**src/hdl/clk_strap_pkg.sv**
```systemverilog
// How it works
// sampled five-bit strap reads back in the readback register, top bit at bit 7.
// board drives only listed strap codes; unlisted codes are reserved.
// codes 11110 and 11111 stop all internal clocking, whatever the reference does.
// pll bypass clocks processor from reference, peripheral pll off, ratio 1:1.
// dual bypass: peripheral from reference 1:1, core from oscillator 1:1, both plls off.
// board keeps reference and core oscillator synchronised in dual bypass.
// each valid code applies a reference-to-memory and memory-to-core multiplier.
// strap sampled at reset release; decoded ratios and mode held until next reset.
package clk_strap_pkg;

    // ------------------------------------------------------------
    // widths and register map
    // ------------------------------------------------------------
    localparam int STRAP_W = 5;
    localparam int MULT_W = 4;
    localparam logic [31:0] READBACK_IDX = 32'h0000_00E2;
    localparam logic [31:0] READBACK_ADDR = READBACK_IDX << 2;
    localparam logic [31:0] STATUS_ADDR = 32'h0000_0000;
    localparam logic [31:0] CTRL_ADDR = 32'h0000_0004;

    // field positions
    localparam int RB_LSB = 3;
    localparam int ST_MODE_LSB = 0;
    localparam int ST_REF_LSB = 4;
    localparam int ST_CORE_LSB = 8;
    localparam int ST_VALID_BIT = 12;
    localparam int ST_OFF_BIT = 13;
    localparam int CTRL_FORCE_OFF_BIT = 0;
    localparam logic CTRL_FORCE_OFF_RST = 1'b0;

    // ------------------------------------------------------------
    // strap codes and multipliers (in halves)
    // ------------------------------------------------------------
    localparam logic [STRAP_W-1:0] CODE_OFF_A = 5'h1E;
    localparam logic [STRAP_W-1:0] CODE_OFF_B = 5'h1F;
    localparam logic [STRAP_W-1:0] CODE_PLL_BYPASS = 5'h06;
    localparam logic [STRAP_W-1:0] CODE_DUAL_BYPASS = 5'h05;
    localparam logic [MULT_W-1:0] MULT_NONE = 4'h0;
    localparam logic [MULT_W-1:0] MULT_X1 = 4'h2;
    localparam logic [MULT_W-1:0] MULT_X2 = 4'h4;
    localparam logic [MULT_W-1:0] MULT_X2_5 = 4'h5;
    localparam logic [MULT_W-1:0] MULT_X3 = 4'h6;
    localparam logic [MULT_W-1:0] MULT_X4_5 = 4'h9;

    // ahb-lite encodings
    localparam logic [1:0] HTRANS_NONSEQ = 2'h2;
    localparam logic HRESP_OKAY = 1'b0;

    // ------------------------------------------------------------
    // types
    // ------------------------------------------------------------
    typedef enum logic [2:0] {
        MODE_PLL = 3'b000,
        MODE_PLL_BYPASS = 3'b001,
        MODE_DUAL_BYPASS = 3'b010,
        MODE_CLOCK_OFF = 3'b011,
        MODE_RESERVED = 3'b100
    } clk_mode_e;

    typedef enum logic [1:0] {
        PH_SAMPLE = 2'b00,
        PH_LOOKUP = 2'b01,
        PH_APPLY = 2'b10,
        PH_RUN = 2'b11
    } phase_e;

    typedef enum logic [1:0] {
        SEL_NONE = 2'b00,
        SEL_READBACK = 2'b01,
        SEL_STATUS = 2'b10,
        SEL_CTRL = 2'b11
    } reg_sel_e;

    typedef struct packed {
        clk_mode_e mode;
        logic [MULT_W-1:0] ref_mem_x2;
        logic [MULT_W-1:0] mem_core_x2;
    } ratio_entry_s;

    typedef struct packed {
        logic valid;
        logic write;
        reg_sel_e sel;
    } bus_req_s;

endpackage : clk_strap_pkg

```
**src/hdl/clk_strap_decoder.sv**
```systemverilog
`timescale 1ns/1ps
module clk_strap_decoder
    import clk_strap_pkg::*;
(
    // clock and reset
    input wire logic clk_sys,
    input wire logic arst_n,
    // board strap
    input wire logic [STRAP_W-1:0] clk_ratio_strap,
    // ahb-lite slave
    input wire logic hsel,
    input wire logic [31:0] haddr,
    input wire logic [1:0] htrans,
    input wire logic hwrite,
    input wire logic [2:0] hsize,
    input wire logic [31:0] hwdata,
    input wire logic hready,
    output logic hreadyout,
    output logic hresp,
    output logic [31:0] hrdata,
    // decoded clocking
    output clk_mode_e clk_mode,
    output logic [MULT_W-1:0] ref_mem_x2,
    output logic [MULT_W-1:0] mem_core_x2,
    output logic periph_pll_en,
    output logic core_pll_en,
    output logic proc_from_ref,
    output logic core_from_osc,
    output logic clocks_off,
    output logic cfg_valid
);

    // ------------------------------------------------------------
    // register decode
    // ------------------------------------------------------------
    // used for both the read path and the captured write phase
    function automatic reg_sel_e decode_addr(input logic [31:0] addr);
        reg_sel_e sel;
        sel = SEL_NONE;
        if (addr == READBACK_ADDR)
            sel = SEL_READBACK;
        else if (addr == STATUS_ADDR)
            sel = SEL_STATUS;
        else if (addr == CTRL_ADDR)
            sel = SEL_CTRL;
        else
            sel = SEL_NONE;
        return sel;
    endfunction : decode_addr

    phase_e phase_q, phase_d;
    logic [STRAP_W-1:0] strap_q, strap_d;
    ratio_entry_s entry;
    clk_mode_e mode_q, mode_d;
    logic [MULT_W-1:0] ref_q, ref_d, core_q, core_d;
    logic pll_p_q, pll_p_d, pll_c_q, pll_c_d;
    logic from_ref_q, from_ref_d, from_osc_q, from_osc_d;
    logic off_q, off_d, valid_q, valid_d;
    logic force_off_q, force_off_d;
    bus_req_s req_q, req_d;
    logic [31:0] rdata_q, rdata_d;
    logic ready_q, resp_q;
    logic take;
    logic [31:0] status_word;

    // ------------------------------------------------------------
    // strap capture sequence
    // ------------------------------------------------------------
    // strap is caught by a clocked edge after release, never by the reset
    always_comb
    begin
        phase_d = phase_q;
        strap_d = strap_q;
        case (phase_q)
            PH_SAMPLE:
            begin
                strap_d = clk_ratio_strap;
                phase_d = PH_LOOKUP;
            end
            PH_LOOKUP: phase_d = PH_APPLY;
            PH_APPLY: phase_d = PH_RUN;
            PH_RUN: phase_d = PH_RUN;
            default: phase_d = PH_SAMPLE;
        endcase
    end

    always_ff @(posedge clk_sys or negedge arst_n)
    begin
        if (!arst_n)
        begin
            phase_q <= PH_SAMPLE;
            strap_q <= '0;
        end
        else
        begin
            phase_q <= phase_d;
            strap_q <= strap_d;
        end
    end

    // table lookup takes one cycle, hence the lookup phase
    ratio_rom u_rom (
        .clk_sys(clk_sys),
        .arst_n(arst_n),
        .code(strap_q),
        .entry_q(entry)
    );

    // ------------------------------------------------------------
    // decoded clocking outputs
    // ------------------------------------------------------------
    // mode and ratios load once; only the software clock stop acts later
    always_comb
    begin
        mode_d = mode_q;
        ref_d = ref_q;
        core_d = core_q;
        pll_p_d = pll_p_q;
        pll_c_d = pll_c_q;
        from_ref_d = from_ref_q;
        from_osc_d = from_osc_q;
        off_d = off_q;
        valid_d = valid_q;
        if (phase_q == PH_APPLY)
        begin
            mode_d = entry.mode;
            ref_d = entry.ref_mem_x2;
            core_d = entry.mem_core_x2;
            valid_d = 1'b1;
            pll_p_d = 1'b0;
            pll_c_d = 1'b0;
            from_ref_d = 1'b0;
            from_osc_d = 1'b0;
            off_d = 1'b1;
            case (entry.mode)
                MODE_PLL:
                begin
                    pll_p_d = 1'b1;
                    pll_c_d = 1'b1;
                    off_d = 1'b0;
                end
                MODE_PLL_BYPASS:
                begin
                    from_ref_d = 1'b1;
                    pll_c_d = 1'b0;
                    off_d = 1'b0;
                end
                MODE_DUAL_BYPASS:
                begin
                    from_osc_d = 1'b1;
                    off_d = 1'b0;
                end
                default: off_d = 1'b1;
            endcase
        end
        // software stop forces clocks_off and drops both pll enables until cleared
        if (phase_q == PH_RUN)
        begin
            off_d = force_off_q || (mode_q != MODE_PLL && mode_q != MODE_PLL_BYPASS
                && mode_q != MODE_DUAL_BYPASS);
            pll_p_d = !force_off_q && (mode_q == MODE_PLL);
            pll_c_d = !force_off_q && (mode_q == MODE_PLL);
        end
    end

    always_ff @(posedge clk_sys or negedge arst_n)
    begin
        if (!arst_n)
        begin
            mode_q <= MODE_RESERVED;
            ref_q <= MULT_NONE;
            core_q <= MULT_NONE;
            pll_p_q <= 1'b0;
            pll_c_q <= 1'b0;
            from_ref_q <= 1'b0;
            from_osc_q <= 1'b0;
            off_q <= 1'b1;
            valid_q <= 1'b0;
        end
        else
        begin
            mode_q <= mode_d;
            ref_q <= ref_d;
            core_q <= core_d;
            pll_p_q <= pll_p_d;
            pll_c_q <= pll_c_d;
            from_ref_q <= from_ref_d;
            from_osc_q <= from_osc_d;
            off_q <= off_d;
            valid_q <= valid_d;
        end
    end

    // ------------------------------------------------------------
    // ahb-lite slave
    // ------------------------------------------------------------
    // zero wait states: read data is registered at the address edge
    assign take = hsel && hready && (htrans == HTRANS_NONSEQ || htrans == 2'h3);
    assign status_word = {18'h0, off_q, valid_q, core_q, ref_q, 1'b0, mode_q};

    always_comb
    begin
        req_d = '{1'b0, 1'b0, SEL_NONE};
        rdata_d = 32'h0000_0000;
        force_off_d = force_off_q;
        if (take)
        begin
            req_d = '{1'b1, hwrite, decode_addr(haddr)};
            if (!hwrite)
            begin
                if (decode_addr(haddr) == SEL_READBACK)
                    rdata_d[RB_LSB +: STRAP_W] = strap_q;
                else if (decode_addr(haddr) == SEL_STATUS)
                    rdata_d = status_word;
                else if (decode_addr(haddr) == SEL_CTRL)
                    rdata_d[CTRL_FORCE_OFF_BIT] = force_off_q;
                else
                    rdata_d = 32'h0000_0000;
            end
        end
        // data phase of a write; readback and status ignore writes
        if (req_q.valid && req_q.write && req_q.sel == SEL_CTRL)
            force_off_d = hwdata[CTRL_FORCE_OFF_BIT];
    end

    always_ff @(posedge clk_sys or negedge arst_n)
    begin
        if (!arst_n)
        begin
            req_q <= '{1'b0, 1'b0, SEL_NONE};
            rdata_q <= 32'h0000_0000;
            force_off_q <= CTRL_FORCE_OFF_RST;
            ready_q <= 1'b0;
            resp_q <= HRESP_OKAY;
        end
        else
        begin
            req_q <= req_d;
            rdata_q <= rdata_d;
            force_off_q <= force_off_d;
            ready_q <= 1'b1;
            resp_q <= HRESP_OKAY;
        end
    end

    // output drive, all straight from flops
    assign hreadyout = ready_q;
    assign hresp = resp_q;
    assign hrdata = rdata_q;
    assign clk_mode = mode_q;
    assign ref_mem_x2 = ref_q;
    assign mem_core_x2 = core_q;
    assign periph_pll_en = pll_p_q;
    assign core_pll_en = pll_c_q;
    assign proc_from_ref = from_ref_q;
    assign core_from_osc = from_osc_q;
    assign clocks_off = off_q;
    assign cfg_valid = valid_q;
endmodule : clk_strap_decoder

```
**src/hdl/ratio_rom.sv**
```systemverilog
`timescale 1ns/1ps
module ratio_rom
    import clk_strap_pkg::*;
(
    // clock and reset
    input wire logic clk_sys,
    input wire logic arst_n,
    // lookup
    input wire logic [STRAP_W-1:0] code,
    output ratio_entry_s entry_q
);

    ratio_entry_s entry_d;

    // ------------------------------------------------------------
    // strap code table
    // ------------------------------------------------------------
    // unlisted codes fall to reserved, which the top treats as clocks off
    always_comb
    begin
        entry_d = '{MODE_RESERVED, MULT_NONE, MULT_NONE};
        case (code)
            5'h00: entry_d = '{MODE_PLL, MULT_X3, MULT_X2_5};
            5'h01: entry_d = '{MODE_PLL, MULT_X3, MULT_X3};
            5'h02: entry_d = '{MODE_PLL, MULT_X1, MULT_X4_5};
            5'h03: entry_d = '{MODE_PLL, MULT_X1, MULT_X2};
            5'h04: entry_d = '{MODE_PLL, MULT_X2, MULT_X2};
            CODE_PLL_BYPASS: entry_d = '{MODE_PLL_BYPASS, MULT_X1, MULT_X1};
            CODE_DUAL_BYPASS: entry_d = '{MODE_DUAL_BYPASS, MULT_X1, MULT_X1};
            CODE_OFF_A, CODE_OFF_B: entry_d = '{MODE_CLOCK_OFF, MULT_NONE, MULT_NONE};
            default: entry_d = '{MODE_RESERVED, MULT_NONE, MULT_NONE};
        endcase
    end

    // registered read data
    always_ff @(posedge clk_sys or negedge arst_n)
    begin
        if (!arst_n)
            entry_q <= '{MODE_RESERVED, MULT_NONE, MULT_NONE};
        else
            entry_q <= entry_d;
    end

endmodule : ratio_rom

```
**config.mk**
```make
export PLATFORM = sky130hd
export DESIGN_NAME = clk_strap_decoder
export DESIGN_NICKNAME = d
export VERILOG_FILES = /design/src/hdl/clk_strap_pkg.sv /design/src/hdl/clk_strap_decoder.sv /design/src/hdl/ratio_rom.sv
export SDC_FILE = /design/constraint.sdc
export NUM_CORES = 1
export LEC_CHECK = 0
export CAP_MARGIN = 0
export CORE_AREA = 2 2 71 73
export CTS_CLUSTER_DIAMETER = 80
export DETAILED_ROUTE_END_ITERATION = 10
export DIE_AREA = 0 0 73 75
export DONT_BUFFER_PORTS = 1
export PLACE_DENSITY = 0.68
export SKIP_CTS_REPAIR_TIMING = 1
export SLEW_MARGIN = 20
export SYNTH_ARGS = -nofsm -noshare
export SYNTH_HDL_FRONTEND = slang
export SYNTH_SLANG_ARGS = --single-unit
```
**constraint.sdc**
```tcl
create_clock -name clk_sys -period 1.8 [get_ports clk_sys]
set_input_delay 0.09 -clock clk_sys [delete_from_list [all_inputs] [get_ports clk_sys]]
set_output_delay 0.09 -clock clk_sys [all_outputs]
set_load 0.01 [all_outputs]
```
# == Yosys cells after proc, flatten, opt, wreduce, memory -nomap -nowiden ==
# Memory sizes are Yosys's and may differ from the RTL's. A register that Yosys moved wholly into a read port is not among the register bits.
# Index checks and enable logic that the tools add are counted.
# totals
regBits,65
wordCells,81
mem_bits_ro,288
input_bits,79
mem_count,1
latch_bits,0
mem_bits_rw,0
out_inout_bits,51
# classes
div_mod_pow,0
n_lt_le_gt_ge,0
n_reduce_logical,19
addsub,0
bitwise_logic,0
muxes,29
multipliers,0
shifts,0
n_eq_ne,15
# mem_list
memory,words,width,read_ports,rd_clocked_by_memory_dff,write_ports,line,source
(name not given),32,9,1,1,0,ratio_rom.sv:22,case (code)
# ops
operator,count
two-way mux 32 bit,2
"equality test 32 x 10 -> 1 bit, second input constant",1
"equality test 32 x 3 -> 1 bit, second input constant",1
zero test 32 bit,1
two-way mux 2 bit,12
two-way mux 24 bit,1
"equality test 2 bit, second input constant",7
two-way mux 14 bit,1
two-way mux 1 bit,9
logical AND 1 bit,7
zero test 3 bit,2
one-hot mux 2 bit (3 select lines),1
two-way mux 5 bit,1
"equality test 2 x 1 -> 1 bit, second input constant",2
two-way mux 4 bit,1
"equality test 3 x 1 -> 1 bit, second input constant",1
"equality test 3 x 2 -> 1 bit, second input constant",1
two-way mux 3 bit,1
"inequality test 3 x 1 -> 1 bit, second input constant",1
"inequality test 3 x 2 -> 1 bit, second input constant",1
nonzero test 3 bit,1
OR reduction 3 bit,1
zero test 1 bit,2
zero test 2 bit,1
other kinds (3),4

# == Depth between registers and ports, before layout ==
# depth
word_depth,21
mapped_depth,5
mapped_depth_nobuf,5

# == Modules after synthesis ==
# From an unflattened synthesis, not the netlist that was laid out.
# hier_totals
cells_unflattened,205
area_unflattened_um2,2493.6
# modules_own_cells
mod,area_each_um2,cells_per_inst,seq_area_each_um2,instances
clk_strap_decoder,2054.5,166,1078.5,1
ratio_rom,439.2,39,226.5,1

# == Least setup slack after synthesis ==
# No wires, ideal clock.
# synth_path
kind,register -> register
from,reg phase_q[0]
to,reg mode_q[0] (netlist: clk_mode[0])
t_arrival_ns,1.262
required_time_ns,1.675
slack_ns,0.413
setup_time_ns,0.125
path_buffers,2
path_stages_with_launch,5
period_less_slack_ns,1.387
cell_sequence,dfrtp_1 > nor2b_1 > clkbuf_1 > buf_2 > mux2_2
# synth_via
elab_chain_cells,1
# synth_rtl
element,line,source
"start, declared",clk_strap_decoder.sv:51,"phase_e phase_q, phase_d;"
"start signal, assigned",clk_strap_decoder.sv:96,phase_q <= phase_d;
equality test 2 bit,clk_strap_decoder.sv:124,if (phase_q == PH_APPLY)
"end signal, assigned",clk_strap_decoder.sv:182,mode_q <= mode_d;
"end, declared",clk_strap_decoder.sv:54,"clk_mode_e mode_q, mode_d;"
# No other way between the ends.
# A chain may end at the register's enable or synchronous reset.

==> reports/qor.yml <==
status: "completed"
dp_hpwl_um: 2918
hold_slack_ps: 5.597
synthXorXnorAreaFrac: 0
synth_compound_area_frac: 0.05565
grt_max_degree: 51
synth_flop_cell: "dfrtp_1"
placed_cell_area_mm2: 0.002267
clockRootBuffer: "clkbuf_8"
hold_path_depth: 3
crit_type: "in -> reg"
drive_gt1_frac: 0.1935
crit_start: "haddr[3]"
power_density_mw_per_mm2: 820.9
synth_simple_gate_area_frac: 0.2040
via_per_inst: 5.376
cts_buffers: 5
cts_tree: "done"
final_cell_mix: "dfrtp_1 (47), conb_1 (22), dlygate4sd3_1 (15), nand2_1 (14)"
synth_edf_count: 0
synth_area_per_cell_um2: 11.64
power_mw: 2.096
gr-usage-all-layers: 0.1506
final_common_cell: "dfrtp_1"
clock-skew-final_ps: 2.831
cp-start-kind: "input port"
wl_per_cell_um: 15.01
synth_cells: 197
fmax_mhz: 580.5
use_met2: 0.2462
ys_warn_count: 0
fin_crit_sh: 0.9571
antenna_found_initial: 0
finalMaxSlewViolations: 0
ant_nets: 0
synthMuxAreaShare: 0.06819
pin_count: 130
clkTransAtPathRegs_ps: 80
min_from: "haddr[9]"
area_delta_synth_final_pct: 11.35
synth-async-reset-ratio: 1.000
die_x_um: 73
synth.cell_area_mm2: 0.002293
portBuffers: 0
worstSkewPairLatency_ps: 300
final_cells: 271
r2r-start: "strap_q[0]"
grtUsageMet3: 0.05622
synth_fa_ha_area_frac: 0.02182
final_nets: 299
dpl.cell_count: 247
cts.sinks: 50
htree_levels: 2
vias: 1457
required_ps: 2010
grt_overflow_total: 0
grt_pass1_wl_um: 6216
first_iter_violations: 68
core_mm2: 0.004661
hold_class: "in -> reg"
final.fill_count: 416
met1_usage: 0.1832
setup_viol: 0
worstPathArrival_ps: 1930
crit_fanout: 3
synth_top_family_by_area: "simple AND/OR/NAND/NOR gates"
antennaDiodeCount: 0
dieHeight_um: 75
dieArea_mm2: 0.005475
routabilityCongestion: 0.7482
routed_wl_um: 4068
grt.busiest_layer: "met2"
first_pass_iters: 4
ys_seq_elements: 50
final_area_mm2: 0.002554
p_leak_nw: 1.108
hold_viol_final: 0
min_period_ps: 1723
start_util: 0.4921
num_rows: 25
grt_pass1_vias: 1299
cts_buffer_depth: 2
ir_drop_mv: 0.2994
drc_errors: 0
cap_viol_max_count: 0
reg2reg_depth: 5
yosysUniqueCellTypes: 36
end_kind: "flop"
seq_area_frac_synth: 0.5472
## critical path, cell delays in order
cell           delay (ps)
dlygate4sd3_1         540
or4_1                 560
dlygate4sd3_1         600
nor4_2                130
## synthesized netlist by cell type, types with 3 or more instances
master	n	area share
nor4_1	11	0.030
nor2b_1	3	0.0082
mux2_2	11	0.054
o21ai_0	5	0.011
buf_4	22	0.072
nor2_1	8	0.013
nand2_1	14	0.023
nand3_1	3	0.0065
inv_1	8	0.013
a211oi_1	4	0.013
ha_1	4	0.022
a21oi_1	9	0.020
nor4_2	11	0.060
nand2b_1	3	0.0082
nand3b_1	4	0.013
buf_2	3	0.0065
dfstp_2	3	0.034
dfrtp_1	47	0.51
## registers in the layout (all words and copies together), names as in the netlist, 2 cells and up
register / count
clk_mode: 3
hrdata: 14
mem_core_x2: 4
phase_q: 2
ref_mem_x2: 2
req_q: 4
strap_q: 5
u_rom.entry_q: 9
## path summary, 6_finish.rpt
| kind | end | slack, ps |
|---|---|---|
| max | req_q[1] | 80 |
| max in group asynchronous | clk_mode[2] | 1250 |
| min | req_q[0] | 6 |
| min in group asynchronous | core_pll_en | 290 |
| min reg2reg | mem_core_x2[1] | 470 |
| max reg2reg | u_rom.entry_q[1] | 540 |
## logic make-up (layout without fill, tap and decap cells)
family | count (synthesis) | in the layout
AO/OA/AOI/OAI | 21 | 21
adder cells (fa/ha/maj) | 4 | 4
buffers and inverters | 36 | 36
flip-flops | 50 | 50
multiplexers | 14 | 14
other | 2 | 22
AND/OR/NAND/NOR | 70 | 70
## layout make-up
cell class,instances,area (um^2),share of cell area
clock buffer,5,68.82,0.02695
clock inverter,3,40.04,0.01568
inverter,8,30.03,0.01176
multi-input combinational,131,884.6,0.3464
sequential,50,1255,0.4914
tap,54,67.56,0.02646
timing repair buffer,20,207.7,0.08133
## through the flow
stage                     TNS, ps  worst slack [ps]  utilization
after floorplan                 0             413.1            -
after global placement          0             517.3       0.4864
after detailed placement        0             447.5       0.4864
after CTS                       0             525.2       0.5098
after global routing       -5.917            -5.917       0.5479
final                           0             77.30       0.5479
## report_power, final
part / switching, mW / internal (mW) / leakage (nW)
logic: 0.0778 / 0.0607 / 0.402
registers: 0.0371 / 1.16 / 0.648
clock network: 0.357 / 0.409 / 0.0579
## routing by layer
metal	vias up	routed length [um]
met5	-	0
met4	0	70
met3	8	260
met2	56	2135
met1	702	1602
li1	691	-
No activity file was read; power rests on OpenSTA's default activity.
